--- config.mk ---
export PLATFORM = sky130hd
export DESIGN_NAME = cmp_ctrl
export DESIGN_NICKNAME = d
export VERILOG_FILES = /design/src/include/cmp_ctrl_pkg.sv /design/src/hdl/cmp_ctrl.sv
export VERILOG_INCLUDE_DIRS = /design/src /design/src/include
export SDC_FILE = /design/constraint.sdc
export NUM_CORES = 1
export LEC_CHECK = 0
export ABC_AREA = 1
export BUFFER_PORTS_ARGS = -buffer_cell sky130_fd_sc_hd__buf_4
export CORE_MARGIN = 4
export CORE_UTILIZATION = 54
export DETAILED_ROUTE_END_ITERATION = 10
export PLACE_DENSITY = 0.87
export SETUP_SLACK_MARGIN = 0.5
export SLEW_MARGIN = 0
export SYNTH_ARGS = -nofsm -noshare
export SYNTH_HDL_FRONTEND = slang
export SYNTH_SLANG_ARGS = --single-unit
--- constraint.sdc ---
create_clock -name i_ref_clk -period 3.3 [get_ports i_ref_clk]
set_input_delay 0.165 -clock i_ref_clk [delete_from_list [all_inputs] [get_ports i_ref_clk]]
set_output_delay 0.165 -clock i_ref_clk [all_outputs]
set_load 0.02 [all_outputs]
--- src/include/cmp_ctrl_params.svh ---
// Purpose: offsets, field positions and reset values of the comparator block
// Assumes: byte addresses on a 32-bit classic Wishbone bus
// Notes: data in the low byte of each word, upper bits read zero
`ifndef CMP_CTRL_PARAMS_SVH
`define CMP_CTRL_PARAMS_SVH
`define OFS_CTRL_A0 8'h00
`define OFS_CTRL_A1 8'h04
`define OFS_CTRL_B0 8'h08
`define OFS_CTRL_B1 8'h0C
`define OFS_MIRROR 8'h10
`define OFS_FLAG 8'h14
`define OFS_PIN 8'h18
`define BIT_ON 7
`define BIT_OUT 6
`define BIT_OE 5
`define BIT_POL 4
`define BIT_SP 2
`define BIT_HYS 1
`define BIT_SYNC 0
`define BIT_RISE 7
`define BIT_FALL 6
`define BIT_PSEL_HI 5
`define BIT_PSEL_LO 4
`define BIT_NSEL_HI 1
`define BIT_NSEL_LO 0
`define BIT_DIR_LO 0
`define BIT_LAT_LO 4
`define RST_SP 1'b1
`define RST_DIR 2'h3
`define ROUTE_PIN 4'h1
`define ROUTE_DAC 4'h2
`define ROUTE_FVR 4'h4
`define ROUTE_GND 4'h8
`endif

--- src/include/cmp_ctrl_pkg.sv ---
// Purpose: types for the comparator control block
// Assumes: two comparators
// Notes: constants live in cmp_ctrl_params.svh
package cmp_ctrl_pkg;
  typedef struct packed {
    logic on;
    logic oe;
    logic pol;
    logic sp;
    logic hys;
    logic sync;
  } cfg_a_s;
  typedef struct packed {
    logic rise;
    logic fall;
    logic [1:0] psel;
    logic [1:0] nsel;
  } cfg_b_s;
  // analog-side control for one comparator
  typedef struct packed {
    logic enable;
    logic speed;
    logic hyst;
    logic [3:0] pos_route;
    logic [3:0] neg_route;
  } ana_ctrl_s;
  typedef struct packed {
    cfg_a_s [1:0] cfg_a;
    cfg_b_s [1:0] cfg_b;
    logic [1:0] res;
    logic [1:0] prev;
    logic [1:0] sync_res;
    logic t1_prev;
    logic [1:0] flag;
    logic [1:0] dir;
    logic [1:0] latch;
    logic [1:0] pin_out;
    logic [1:0] pin_oe_n;
    logic [1:0] gate;
    ana_ctrl_s [1:0] ana;
    logic ack;
    logic [31:0] dat;
  } state_s;
endpackage

--- src/hdl/cmp_ctrl.sv ---
// Purpose: digital control of two analog comparators, Wishbone slave
// Assumes: i_raw_cmp and the timer-one clock are synchronous to i_ref_clk
// Notes: all outputs registered; pin output enable is active low
`timescale 1ns/10ps
`include "cmp_ctrl_params.svh"
module cmp_ctrl
  import cmp_ctrl_pkg::*;
(
  input wire logic i_ref_clk,
  input wire logic i_srst,
  input wire logic i_wb_cyc,
  input wire logic i_wb_stb,
  input wire logic i_wb_we,
  input wire logic [7:0] i_wb_adr,
  input wire logic [3:0] i_wb_sel,
  input wire logic [31:0] i_wb_dat,
  output logic [31:0] o_wb_dat,
  output logic o_wb_ack,
  input wire logic [1:0] i_raw_cmp,
  input wire logic i_t1_clk_post,
  output ana_ctrl_s [1:0] o_ana,
  output logic [1:0] o_gate,
  output logic [1:0] o_shutdown,
  output logic [1:0] o_pin_out,
  output logic [1:0] o_pin_oe_n,
  output logic [1:0] o_event_flag
);
  state_s s_r;
  state_s s_nxt;

  function automatic logic [3:0] pos_route(input logic [1:0] sel,
                                           input int idx,
                                           input logic on);
    logic [3:0] r;
    r = 4'h0;
    case (sel)
      2'h0: r = `ROUTE_PIN;
      2'h1: r = `ROUTE_DAC;
      2'h2: r = `ROUTE_FVR;
      2'h3: r = (idx == 0) ? `ROUTE_PIN : `ROUTE_GND;
      default: r = 4'h0;
    endcase
    pos_route = on ? r : 4'h0;
  endfunction

  function automatic logic [3:0] neg_route(input logic [1:0] sel,
                                           input logic on);
    logic [3:0] r;
    r = 4'h1 << sel;
    neg_route = on ? r : 4'h0;
  endfunction

  function automatic logic [7:0] ctrl_a_byte(input cfg_a_s c,
                                             input logic res);
    logic [7:0] b;
    b = 8'h00;
    b[`BIT_ON] = c.on;
    b[`BIT_OUT] = res;
    b[`BIT_OE] = c.oe;
    b[`BIT_POL] = c.pol;
    b[`BIT_SP] = c.sp;
    b[`BIT_HYS] = c.hys;
    b[`BIT_SYNC] = c.sync;
    ctrl_a_byte = b;
  endfunction

  function automatic logic [7:0] ctrl_b_byte(input cfg_b_s c);
    logic [7:0] b;
    b = 8'h00;
    b[`BIT_RISE] = c.rise;
    b[`BIT_FALL] = c.fall;
    b[`BIT_PSEL_HI:`BIT_PSEL_LO] = c.psel;
    b[`BIT_NSEL_HI:`BIT_NSEL_LO] = c.nsel;
    ctrl_b_byte = b;
  endfunction

  logic req;
  logic wr;
  logic t1_fall;
  logic [1:0] pol_res;
  logic [1:0] ext_res;
  logic [1:0] rise_ev;
  logic [1:0] fall_ev;
  logic [7:0] wbyte;

  always_comb begin
    req = i_wb_cyc && i_wb_stb && !s_r.ack;
    wr = req && i_wb_we && i_wb_sel[0];
    wbyte = i_wb_dat[7:0];
    // prescaled timer clock, so divided captures follow the prescaler
    t1_fall = s_r.t1_prev && !i_t1_clk_post;
    for (int i = 0; i < 2; i++) begin
      // off forces raw low, so on/off and invert toggles still edge
      pol_res[i] = (s_r.cfg_a[i].on & i_raw_cmp[i])
                   ^ s_r.cfg_a[i].pol;
      ext_res[i] = s_r.cfg_a[i].sync ? s_r.sync_res[i]
                                     : pol_res[i];
      rise_ev[i] = s_r.res[i] && !s_r.prev[i];
      fall_ev[i] = !s_r.res[i] && s_r.prev[i];
    end
  end

  always_comb begin
    s_nxt = s_r;
    s_nxt.t1_prev = i_t1_clk_post;
    for (int i = 0; i < 2; i++) begin
      s_nxt.res[i] = pol_res[i];
      s_nxt.prev[i] = s_r.res[i];
      if (t1_fall) begin
        s_nxt.sync_res[i] = pol_res[i];
      end
      s_nxt.gate[i] = ext_res[i];
      // override holds whatever comparator_on says; off drives zero
      s_nxt.pin_out[i] = s_r.cfg_a[i].oe
                         ? (s_r.cfg_a[i].on & ext_res[i])
                         : s_r.latch[i];
      s_nxt.pin_oe_n[i] = s_r.dir[i];
      s_nxt.ana[i].enable = s_r.cfg_a[i].on;
      s_nxt.ana[i].speed = s_r.cfg_a[i].sp;
      s_nxt.ana[i].hyst = s_r.cfg_a[i].hys;
      s_nxt.ana[i].pos_route = pos_route(s_r.cfg_b[i].psel, i,
                                         s_r.cfg_a[i].on);
      s_nxt.ana[i].neg_route = neg_route(s_r.cfg_b[i].nsel,
                                         s_r.cfg_a[i].on);
    end
    s_nxt.ack = req;
    s_nxt.dat = 32'h0000_0000;
    if (req && !i_wb_we) begin
      case (i_wb_adr)
        `OFS_CTRL_A0: s_nxt.dat[7:0] = ctrl_a_byte(s_r.cfg_a[0],
                                                   s_r.res[0]);
        `OFS_CTRL_A1: s_nxt.dat[7:0] = ctrl_a_byte(s_r.cfg_a[1],
                                                   s_r.res[1]);
        `OFS_CTRL_B0: s_nxt.dat[7:0] = ctrl_b_byte(s_r.cfg_b[0]);
        `OFS_CTRL_B1: s_nxt.dat[7:0] = ctrl_b_byte(s_r.cfg_b[1]);
        `OFS_MIRROR: s_nxt.dat[1:0] = s_r.res;
        `OFS_FLAG: s_nxt.dat[1:0] = s_r.flag;
        `OFS_PIN: begin
          s_nxt.dat[`BIT_DIR_LO+:2] = s_r.dir;
          s_nxt.dat[`BIT_LAT_LO+:2] = s_r.latch;
        end
        default: s_nxt.dat = 32'h0000_0000;
      endcase
    end
    if (wr) begin
      case (i_wb_adr)
        `OFS_CTRL_A0, `OFS_CTRL_A1: begin
          s_nxt.cfg_a[i_wb_adr[2]].on = wbyte[`BIT_ON];
          s_nxt.cfg_a[i_wb_adr[2]].oe = wbyte[`BIT_OE];
          s_nxt.cfg_a[i_wb_adr[2]].pol = wbyte[`BIT_POL];
          s_nxt.cfg_a[i_wb_adr[2]].sp = wbyte[`BIT_SP];
          s_nxt.cfg_a[i_wb_adr[2]].hys = wbyte[`BIT_HYS];
          s_nxt.cfg_a[i_wb_adr[2]].sync = wbyte[`BIT_SYNC];
        end
        `OFS_CTRL_B0, `OFS_CTRL_B1: begin
          s_nxt.cfg_b[i_wb_adr[2]].rise = wbyte[`BIT_RISE];
          s_nxt.cfg_b[i_wb_adr[2]].fall = wbyte[`BIT_FALL];
          s_nxt.cfg_b[i_wb_adr[2]].psel =
            wbyte[`BIT_PSEL_HI:`BIT_PSEL_LO];
          s_nxt.cfg_b[i_wb_adr[2]].nsel =
            wbyte[`BIT_NSEL_HI:`BIT_NSEL_LO];
        end
        // writing zero clears a flag, writing one leaves it
        `OFS_FLAG: s_nxt.flag = s_r.flag & wbyte[1:0];
        `OFS_PIN: begin
          s_nxt.dir = wbyte[`BIT_DIR_LO+:2];
          s_nxt.latch = wbyte[`BIT_LAT_LO+:2];
        end
        default: s_nxt.flag = s_nxt.flag;
      endcase
    end
    // set after the clear, so an edge during the write is kept
    for (int i = 0; i < 2; i++) begin
      if ((rise_ev[i] && s_r.cfg_b[i].rise) ||
          (fall_ev[i] && s_r.cfg_b[i].fall)) begin
        s_nxt.flag[i] = 1'b1;
      end
    end
  end

  always_ff @(posedge i_ref_clk) begin
    if (i_srst) begin
      s_r <= '0;
      for (int i = 0; i < 2; i++) begin
        s_r.cfg_a[i].sp <= `RST_SP;
        s_r.ana[i].speed <= `RST_SP;
      end
      s_r.dir <= `RST_DIR;
      s_r.pin_oe_n <= `RST_DIR;
    end else begin
      s_r <= s_nxt;
    end
  end

  always_comb begin
    o_wb_dat = s_r.dat;
    o_wb_ack = s_r.ack;
    o_ana = s_r.ana;
    o_gate = s_r.gate;
    o_shutdown = s_r.gate;
    o_pin_out = s_r.pin_out;
    o_pin_oe_n = s_r.pin_oe_n;
    o_event_flag = s_r.flag;
  end
endmodule

==> results of run 1 <==
-- sequential cells by signal, summed over array words and instances, names as in the netlist --
signal / count
o_ana: 21
o_event_flag: 2
o_gate: 2
o_pin_oe_n: 2
o_pin_out: 2
o_wb_ack: 1
o_wb_dat: 7
s_nxt: 10
s_r: 25
-- placed cells by master (no fill, tap or decap), drive strengths merged --
| master | synthesis | routed |
|---|---|---|
| conb | 1 | 26 |
| nor3 | 16 | 16 |
| nand3b | 2 | 2 |
| a21oi | 9 | 9 |
| nand3 | 34 | 34 |
| inv | 54 | 55 |
| or2 | 1 | 1 |
| ha | 2 | 2 |
| buf | 74 | 62 |
| a31oi | 2 | 2 |
| nand4 | 4 | 4 |
| o21ai | 14 | 14 |
| nand2 | 95 | 95 |
| o211ai | 2 | 2 |
| and3 | 2 | 2 |
| clkinv | 0 | 5 |
| dfxtp | 72 | 72 |
| nor2 | 87 | 87 |
| bufinv | 0 | 1 |
| clkbuf | 2 | 9 |
-- cells by family (layout without fill, tap and decap cells) --
group,count (synthesis),count (layout),synth area share [%]
compound gates,27,27,4.261
flops,72,72,40.91
other cells,1,26,0.1064
simple gates,241,241,31.14
fa+ha+maj,2,2,0.7101
buf+inv,130,132,22.87
-- report_power, final --
part / switching (W) / leakage [nW] / internal, W / total (W)
logic: 0.0000753 / 1.17 / 0.0000271 / 0.000102
registers: 0.000000781 / 0.581 / 0.000870 / 0.000871
clock network: 0.000336 / 0.103 / 0.000350 / 0.000686
total: 0.000413 / 1.86 / 0.00125 / 0.00166
-- metal layers --
metal	part of all wire, %	vias to the layer above	wire, um
li1	-	1409	-
met1	39	1250	2841
met3	8.6	25	632
met2	49	135	3650
met4	3.4	0	252
met5	0	-	0
-- final timing paths --
kind	startpoint	to	slack (ps)	cells after the start
hold reg to reg	s_nxt[52]	o_ana[19]	460	2
hold / removal	i_t1_clk_post	s_r[67]	30	3
setup / recovery	o_wb_ack	s_r[74]	1800	7
setup reg to reg	o_wb_ack	s_r[74]	1800	7
-- metrics by stage --
stage | total power, W | std cells
floorplan | 0.0009832 | 498
global placement | 0.0009902 | 561
detailed placement | 0.0009923 | 561
CTS | 0.001669 | 577
global route | 0.001713 | 577
finish | 0.001660 | 577
-- cell type report --
type | count | area (um^2) | share of cell area, %
Tap cell | 77 | 96.34 | 2.553
Sequential cell | 72 | 1441 | 38.20
Timing Repair Buffer | 62 | 465.4 | 12.33
Inverter | 54 | 205.2 | 5.438
Clock buffer | 9 | 123.9 | 3.282
Clock inverter | 7 | 71.32 | 1.890
Multi-Input combinational cell | 296 | 1370 | 36.31
-- worst register-to-register path: cells and delay by family (launching register included) --
kind,cells,cell delay (ps)
DFF,1,310
buffers and inverters,1,60
and+or+nand+nor,6,1070
==> results.cfg, run 1 <==
[status]
status = complete, no violations

[routing]
wl_per_cell_um = 12.79
viasPerCell = 4.886
drtIter0Drc = 234
wl_um = 7377
drtAntennaViolNets = 0
num_vias = 2819
firstDrtPassIters = 5
drc_errors = 0

[synth]
synth.avg_cell_area_um2 = 7.449
synthTopCellsByCount = 94 x nand2_1, 76 x nor2_1, 72 x dfxtp_1, 64 x buf_4, 50 x inv_1
synthTopCellsByArea = dfxtp_1 41%, buf_4 14%, nand2_1 10%
yosys_most_used_dff = dfxtp_1
ys_types = 31
synthArstFlopShare_pct = 0
synth_top_cell_area_share_pct = 40.91
yosys_register_bits = 72
ys_warn_count = 0
synth-edff-count = 0
syn_area_mm2 = 0.003523
seq_area_frac_synth_pct = 40.91
syn_inst = 473
yosys.area.top_type = dfxtp_1
yosysMostFrequentCell = nand2_1

[worst_setup_path]
crit_buf_inv = 1
cp_cell_sequence = inv_1 > nand3_2 > nor2_4 > nand4_2 > nand2_1 > nand2_1 > nor2_1
crit_required_ps = 3590
timing.critical_path.mode_cell = nand2_1
crit_path_end_kind = register
arrival_ps = 1790
critPathKind = reg -> reg
start_kind = register
max_stage_delay_ps = 350
crit_fanout = 12
cp_top_family = simple AND/OR/NAND/NOR gates
cp_slowest_cell = nand4_2

[power_and_ir_drop]
vdd.ir_drop.worst_uv = 304.2
leakage_nw = 1.859
power_density_mw_per_mm2 = 439.9

[hold_path]
hold_class = in -> reg

[sta]
post-route-period-util_pct = 45.56
hold_violations = 0
rsz0062_at_grt = false
slew_violations = 0
worstMarginPinSlew_ps = 1003
timing.final.ws_setup_ps = 1796
whs_ps = 29.93
tns_ps = 0
fin_skew_ps = 8.225
relSlewSlack_pct = 33.07
setup_violations = 0
fin_crit_ps = 1504
max_freq_ghz = 0.6651

[placement]
port_buffers = 62
gp_congestion = 0.9428
preCtsSetupSlack_ps = 1812
dpl_cell_area_mm2 = 0.003578
hpwlAfterDp_um = 5548

[finish]
stdcell_area_mm2 = 0.003774
fillers = 579
fin_nets = 549
final_core_util_pct = 59.43
drive_gt1_share_pct = 20.60
antenna_cells = 0
area_growth_pct = 7.102

[die]
die_width_um = 88.78
die-area_mm2 = 0.007881
core-area_mm2 = 0.006350
core.rowCount = 29
initial_core_util_pct = 55.49
io_pins = 117
fp.dieH_um = 88.78

[clock_network]
cts_tree = built
cts_resized = 0
clock-sinks = 72
path_clk_slew_ps = 70
clockBufferDepth = 2
h-tree-depth = 3
ctsHoldBuffers = 0
post_cts_buffers = 0
cts_inserted_buffers = 9
clk_latency_ps = 350
root_buffer = clkbuf_8

[grt]
use_met2_pct = 33.40
grt_max_degree = 34
grt_pass1_vias = 2562
grtUsageTotal_pct = 19.75
grt_use_met1_pct = 23.20
grt_pass1_wl_um = 11850
antenna_found_initial = 0
grt_overflow = 0
top_usage_layer = met2
use_met3_pct = 3.724

[flow_run]
maxCapViolations = 0
(Power assumes the default switching activity.)
==> run 2, diff against run 1 <==
Settings changed: ABC_AREA 1 to 0, CORE_UTILIZATION 54 to 45, PLACE_DENSITY 0.87 to 0.78.
Clock period 3.3 ns to 1.3 ns, I/O delays scaled along.
==> results.cfg, run 2 <==
[status]
status = finished, violations left
violations = setup timing

[die]
io_pins = 117
core.rowCount = 31
die-area_mm2 = 0.009160
die_width_um = 95.71
fp.dieH_um = 95.71
core-area_mm2 = 0.007370
initial_core_util_pct = 46.98

[flow_run]
maxCapViolations = 0

[finish]
fin_nets = 436
largest_reg_flops = 25
final_cell_mix = 43 x dfxtp_2, 41 x buf_6, 40 x buf_4, 33 x mux2i_1, 30 x nand2b_1
mostFrequentLayoutCell = dfxtp_2
area_growth_pct = 25.30
drive_gt1_share_pct = 47.55
antenna_cells = 0
fillers = 628
largest_register = s_r

[routing]
wl_per_cell_um = 15.62
num_vias = 2322
drtAntennaViolNets = 0
drtIter0Drc = 108
wl_um = 7593
firstDrtPassIters = 4
viasPerCell = 4.778
drc_errors = 0

[synth]
ys_warn_count = 0
synthArstFlopShare_pct = 0
syn_inst = 342
seq_area_frac_synth_pct = 41.63
ys_types = 47
synth.avg_cell_area_um2 = 10.12
yosys_most_used_dff = dfxtp_1
synth_top_cell_area_share_pct = 41.63
synthTopCellsByCount = 72 x dfxtp_1, 64 x buf_4, 33 x mux2i_1, 32 x nand2b_1, 18 x nor2_1
synthTopCellsByArea = dfxtp_1 42%, buf_4 14%, mux2i_1 9.5%
yosysMostFrequentCell = dfxtp_1
yosys.area.top_type = dfxtp_1
yosys_register_bits = 72
syn_area_mm2 = 0.003462
synth-edff-count = 0

[clock_network]
clk_latency_ps = 350
cts_inserted_buffers = 9
root_buffer = clkbuf_8
clock-sinks = 72
path_clk_slew_ps = 70
h-tree-depth = 3
cts_tree = built
clockBufferDepth = 2

[worst_setup_path]
crit_end = s_r[89]
timing.rr.end = s_r[89]
crit_required_ps = 1520
arrival_ps = 1750
crit_fanout = 8
cp-startpoint = o_wb_ack
cp_slowest_cell = or4_4
start_kind = register
rrSetupSlack_ps = -230
crit_cells = 4
critPathKind = reg -> reg
cp_cell_sequence = nand4bb_4 > buf_6 > or4_4 > mux2i_1
crit_path_end_kind = register
reg2reg_depth = 4
cp_top_family = simple AND/OR/NAND/NOR gates
crit_buf_inv = 1
timing.rr.start = o_wb_ack
max_stage_delay_ps = 580

[sta]
rsz0062_at_grt = true
hold_violations = 0
timing.final.ws_setup_ps = -230.2
tns_ps = -5443
fin_crit_ps = 1530
setup_violations = 37
slew_violations = 0
fin_skew_ps = 11.36
max_freq_ghz = 0.6535
post-route-period-util_pct = 117.7

[placement]
port_buffers = 62
preCtsSetupSlack_ps = -390.8
gp_congestion = 0.8229
hpwlAfterDp_um = 5347

[grt]
antenna_found_initial = 0
grt_pass1_wl_um = 12030
grt_overflow = 0
grtUsageTotal_pct = 17.62
grt_pass1_vias = 2380
grt_max_degree = 53

[power_and_ir_drop]
leakage_nw = 1.898
vdd.ir_drop.worst_uv = 447.1
power_density_mw_per_mm2 = 1037

[hold_path]
hold_class = in -> reg
[run 2: worst register-to-register path: cells and delay by family, from the launching register on]
family,cells,cell delay [ps]
simple gates,2,770
flops,1,320
buf+inv,1,150
mux,1,160
[run 2: final cells by class]
cell class              count  area [um^2]  share of cell area (%)
inverters                  14        52.55                   1.211
clock buffers              11        141.4                   3.259
multi-input cells         198         1602                   36.92
flip-flops and latches     72         1506                   34.73
clock inverters             5        80.08                   1.846
repair buffers             87        832.0                   19.18
well taps                  99        123.9                   2.855
[run 2: repair_timing]
item / CTS / global route
gates resized for setup: 93 / 10
pin swaps: 4 / 3
buffers inserted: 2 / 1
hold endpoints to repair: 3 / 1
hold buffers: 4 / 1
endpoints found under the setup margin: 93 / 97
gates cloned: 0 / 0
[run 2: logic make-up after synthesis]
logic type                 after synthesis  share of synthesized area, %
and+or+nand+nor                        113                         22.08
buffers and inverters                   97                         18.79
other                                    1                        0.1083
DFF                                     72                         41.63
adders and majority gates                2                        0.7227
AOI/OAI and AO/OA                       17                         3.867
muxes                                   40                         12.79
[run 2: where the power goes]
| group | switching [W] | total (W) | internal, W |
|---|---|---|---|
| Clock | 0.000836 | 0.00197 | 0.00113 |
| Sequential | 0.00000243 | 0.00220 | 0.00220 |
| Combinational | 0.000196 | 0.000329 | 0.000133 |
[run 2: metrics by stage]
stage / util, % / total power (W) / cell area, um^2 / hold slack (ps) / cells
floorplan: - / 0.002519 / 3628 / 193.2 / 367
global placement: 50.65 / 0.002558 / 3732 / 291.1 / 462
detailed placement: 50.65 / 0.002562 / 3732 / 293.6 / 462
CTS: 57.95 / 0.004506 / 4270 / 6.112 / 484
global route: 58.86 / 0.004647 / 4338 / 39.84 / 486
finish: 58.86 / 0.004499 / 4338 / 23.59 / 486
[run 2: routing by layer]
layer / track usage (%) / vias up / share of wire (%) / wire length, um
li1: - / 1150 / - / -
met1: 22.38 / 1093 / 43 / 3282
met2: 27.74 / 68 / 49 / 3723
met3: 4.926 / 11 / 6.0 / 454
met4: 8.057 / 0 / 1.7 / 132
met5: 0 / - / 0 / 0
[run 2: how the worst min path moves through the flow]
stage	start	endpoint	slack (ps)	depth (start not counted)
finish	i_wb_dat[1]	s_nxt[58]	20	3
global route	i_wb_dat[1]	s_nxt[58]	40	3
CTS	i_wb_dat[0]	s_nxt[57]	6	3
detailed placement	i_t1_clk_post	s_r[67]	290	2
global placement	i_t1_clk_post	s_r[67]	290	2
floorplan	i_t1_clk_post	s_r[67]	190	1
==> run 3, diff against run 2 <==
Settings changed: MAX_ROUTING_LAYER set to met4, SETUP_SLACK_MARGIN 0.5 to 0.15.
==> results.cfg, run 3 (same netlist as run 2, synthesis figures left out) <==
[clock_network]
clk_latency_ps = 350
cts_tree = built
clockBufferDepth = 2
clock-sinks = 72
cts_inserted_buffers = 9
h-tree-depth = 3
root_buffer = clkbuf_8
path_clk_slew_ps = 80

[sta]
timing.final.ws_setup_ps = -236.5
post-route-period-util_pct = 118.2
rsz0062_at_grt = true
whs_ps = 19.22
fin_crit_ps = 1536
max_freq_ghz = 0.6508
slew_violations = 0
setup_violations = 30
hold_violations = 0
fin_skew_ps = 9.641

[worst_setup_path]
cp_top_family = simple AND/OR/NAND/NOR gates
cp_cell_sequence = nand4bb_1 > buf_6 > or4_4 > mux2i_1
start_kind = register
arrival_ps = 1750
crit_path_end_kind = register
cp_slowest_cell = or4_4
crit_buf_inv = 1
crit_fanout = 8
crit_required_ps = 1520
rrSetupSlack_ps = -240
max_stage_delay_ps = 580
critPathKind = reg -> reg

[finish]
largest_reg_flops = 25
multi_input_area_mm2 = 0.001490
fillers = 657
area_growth_pct = 16.08
fin_nets = 432
drive_gt1_share_pct = 31.33
largest_register = s_r
final_cell_mix = 75 x buf_4, 71 x dfxtp_1, 33 x mux2i_1, 31 x nand2b_1, 26 x conb_1
mostFrequentLayoutCell = buf_4
seqCellArea_mm2 = 0.001443
antenna_cells = 0

[die]
fp.dieH_um = 95.71
core-area_mm2 = 0.007370
io_pins = 117
core.rowCount = 31
die-area_mm2 = 0.009160
die_width_um = 95.71
initial_core_util_pct = 46.98

[routing]
drtAntennaViolNets = 0
num_vias = 2322
wl_um = 7071
wl_per_cell_um = 14.67
drc_errors = 0
viasPerCell = 4.817
drtIter0Drc = 168
firstDrtPassIters = 4

[status]
status = finished, violations left
violations = setup timing

[power_and_ir_drop]
power_density_mw_per_mm2 = 1173
total_power_w = 0.004715
leakage_nw = 1.811
vdd.ir_drop.worst_uv = 564.5

[placement]
hpwlAfterDp_um = 5284
port_buffers = 62
gp_congestion = 0.8602

[hold_path]
hold_class = in -> reg

[grt]
grt_pass1_vias = 2220
grt_pass1_wl_um = 11040
grt_max_degree = 54
grtUsageTotal_pct = 16.82
grt_overflow = 0
antenna_found_initial = 0

[flow_run]
maxCapViolations = 0
[run 3: cell count changes in the layout (fill, tap and decap cells not counted), moves of 3 or more]
cell / change
dfxtp_2: -42
buf_6: -39
buf_4: +35
dfxtp_1: +45
dfxtp_4: -3
[run 3: per-layer routing]
layer | track usage, % | part of all wire, % | vias to the layer above
met3 | 3.909 | 6.2 | 12
met5 | - | 0 | -
met4 | 7.938 | 2.2 | 0
met1 | 20.68 | 44 | 1084
li1 | - | - | 1139
met2 | 26.11 | 47 | 87
[run 3: power breakdown]
group / switching, W / total, W / internal (W) / leakage (nW)
Sequential: 0.00000210 / 0.00221 / 0.00221 / 0.581
Combinational: 0.000189 / 0.000314 / 0.000125 / 1.10
Clock: 0.000813 / 0.00219 / 0.00138 / 0.126
[run 3: final timing paths]
| check | to | start | cells after the start |
|---|---|---|---|
| setup reg to reg | s_r[89] | o_wb_ack | 4 |
| hold / removal | s_nxt[58] | i_wb_dat[1] | 3 |
| hold reg to reg | o_ana[20] | s_nxt[53] | 2 |
| setup / recovery | s_r[89] | o_wb_ack | 4 |
[run 3: layout make-up]
type                            instances  area share, %
Clock buffer                           11          3.767
Clock inverter                          5          2.553
Inverter                               14          1.308
Multi-Input combinational cell        198          37.08
Sequential cell                        72          35.90
Tap cell                               99          3.082
Timing Repair Buffer                   83          16.31
[run 3: repair_timing]
item                                   4_1_cts  5_1_grt
hold buffers                                 5        0
pin swaps                                    3        1
setup endpoints to repair                   37       41
gates resized for setup                      5        3
gates cloned                                 0        0
setup buffers                                1        0
endpoints found under the hold margin        5        0
[run 3: worst reg2reg max path: stages, from the launching register on]
cell and delay [ps]:
dfxtp_2 320, nand4bb_1 180, buf_6 160, or4_4 590, mux2i_1 170
[run 3: metrics by stage]
step	util [%]	setup slack [ps]	cells	TNS, ps	cell area [um^2]
CTS	54.43	-233.9	482	-4619	4011
global route	54.53	-264.0	482	-6350	4019
floorplan	-	-305.7	367	-8276	3581
finish	54.53	-236.5	482	-4635	4019
global placement	49.85	-356.6	460	-10130	3674
detailed placement	49.85	-391.7	460	-10680	3674
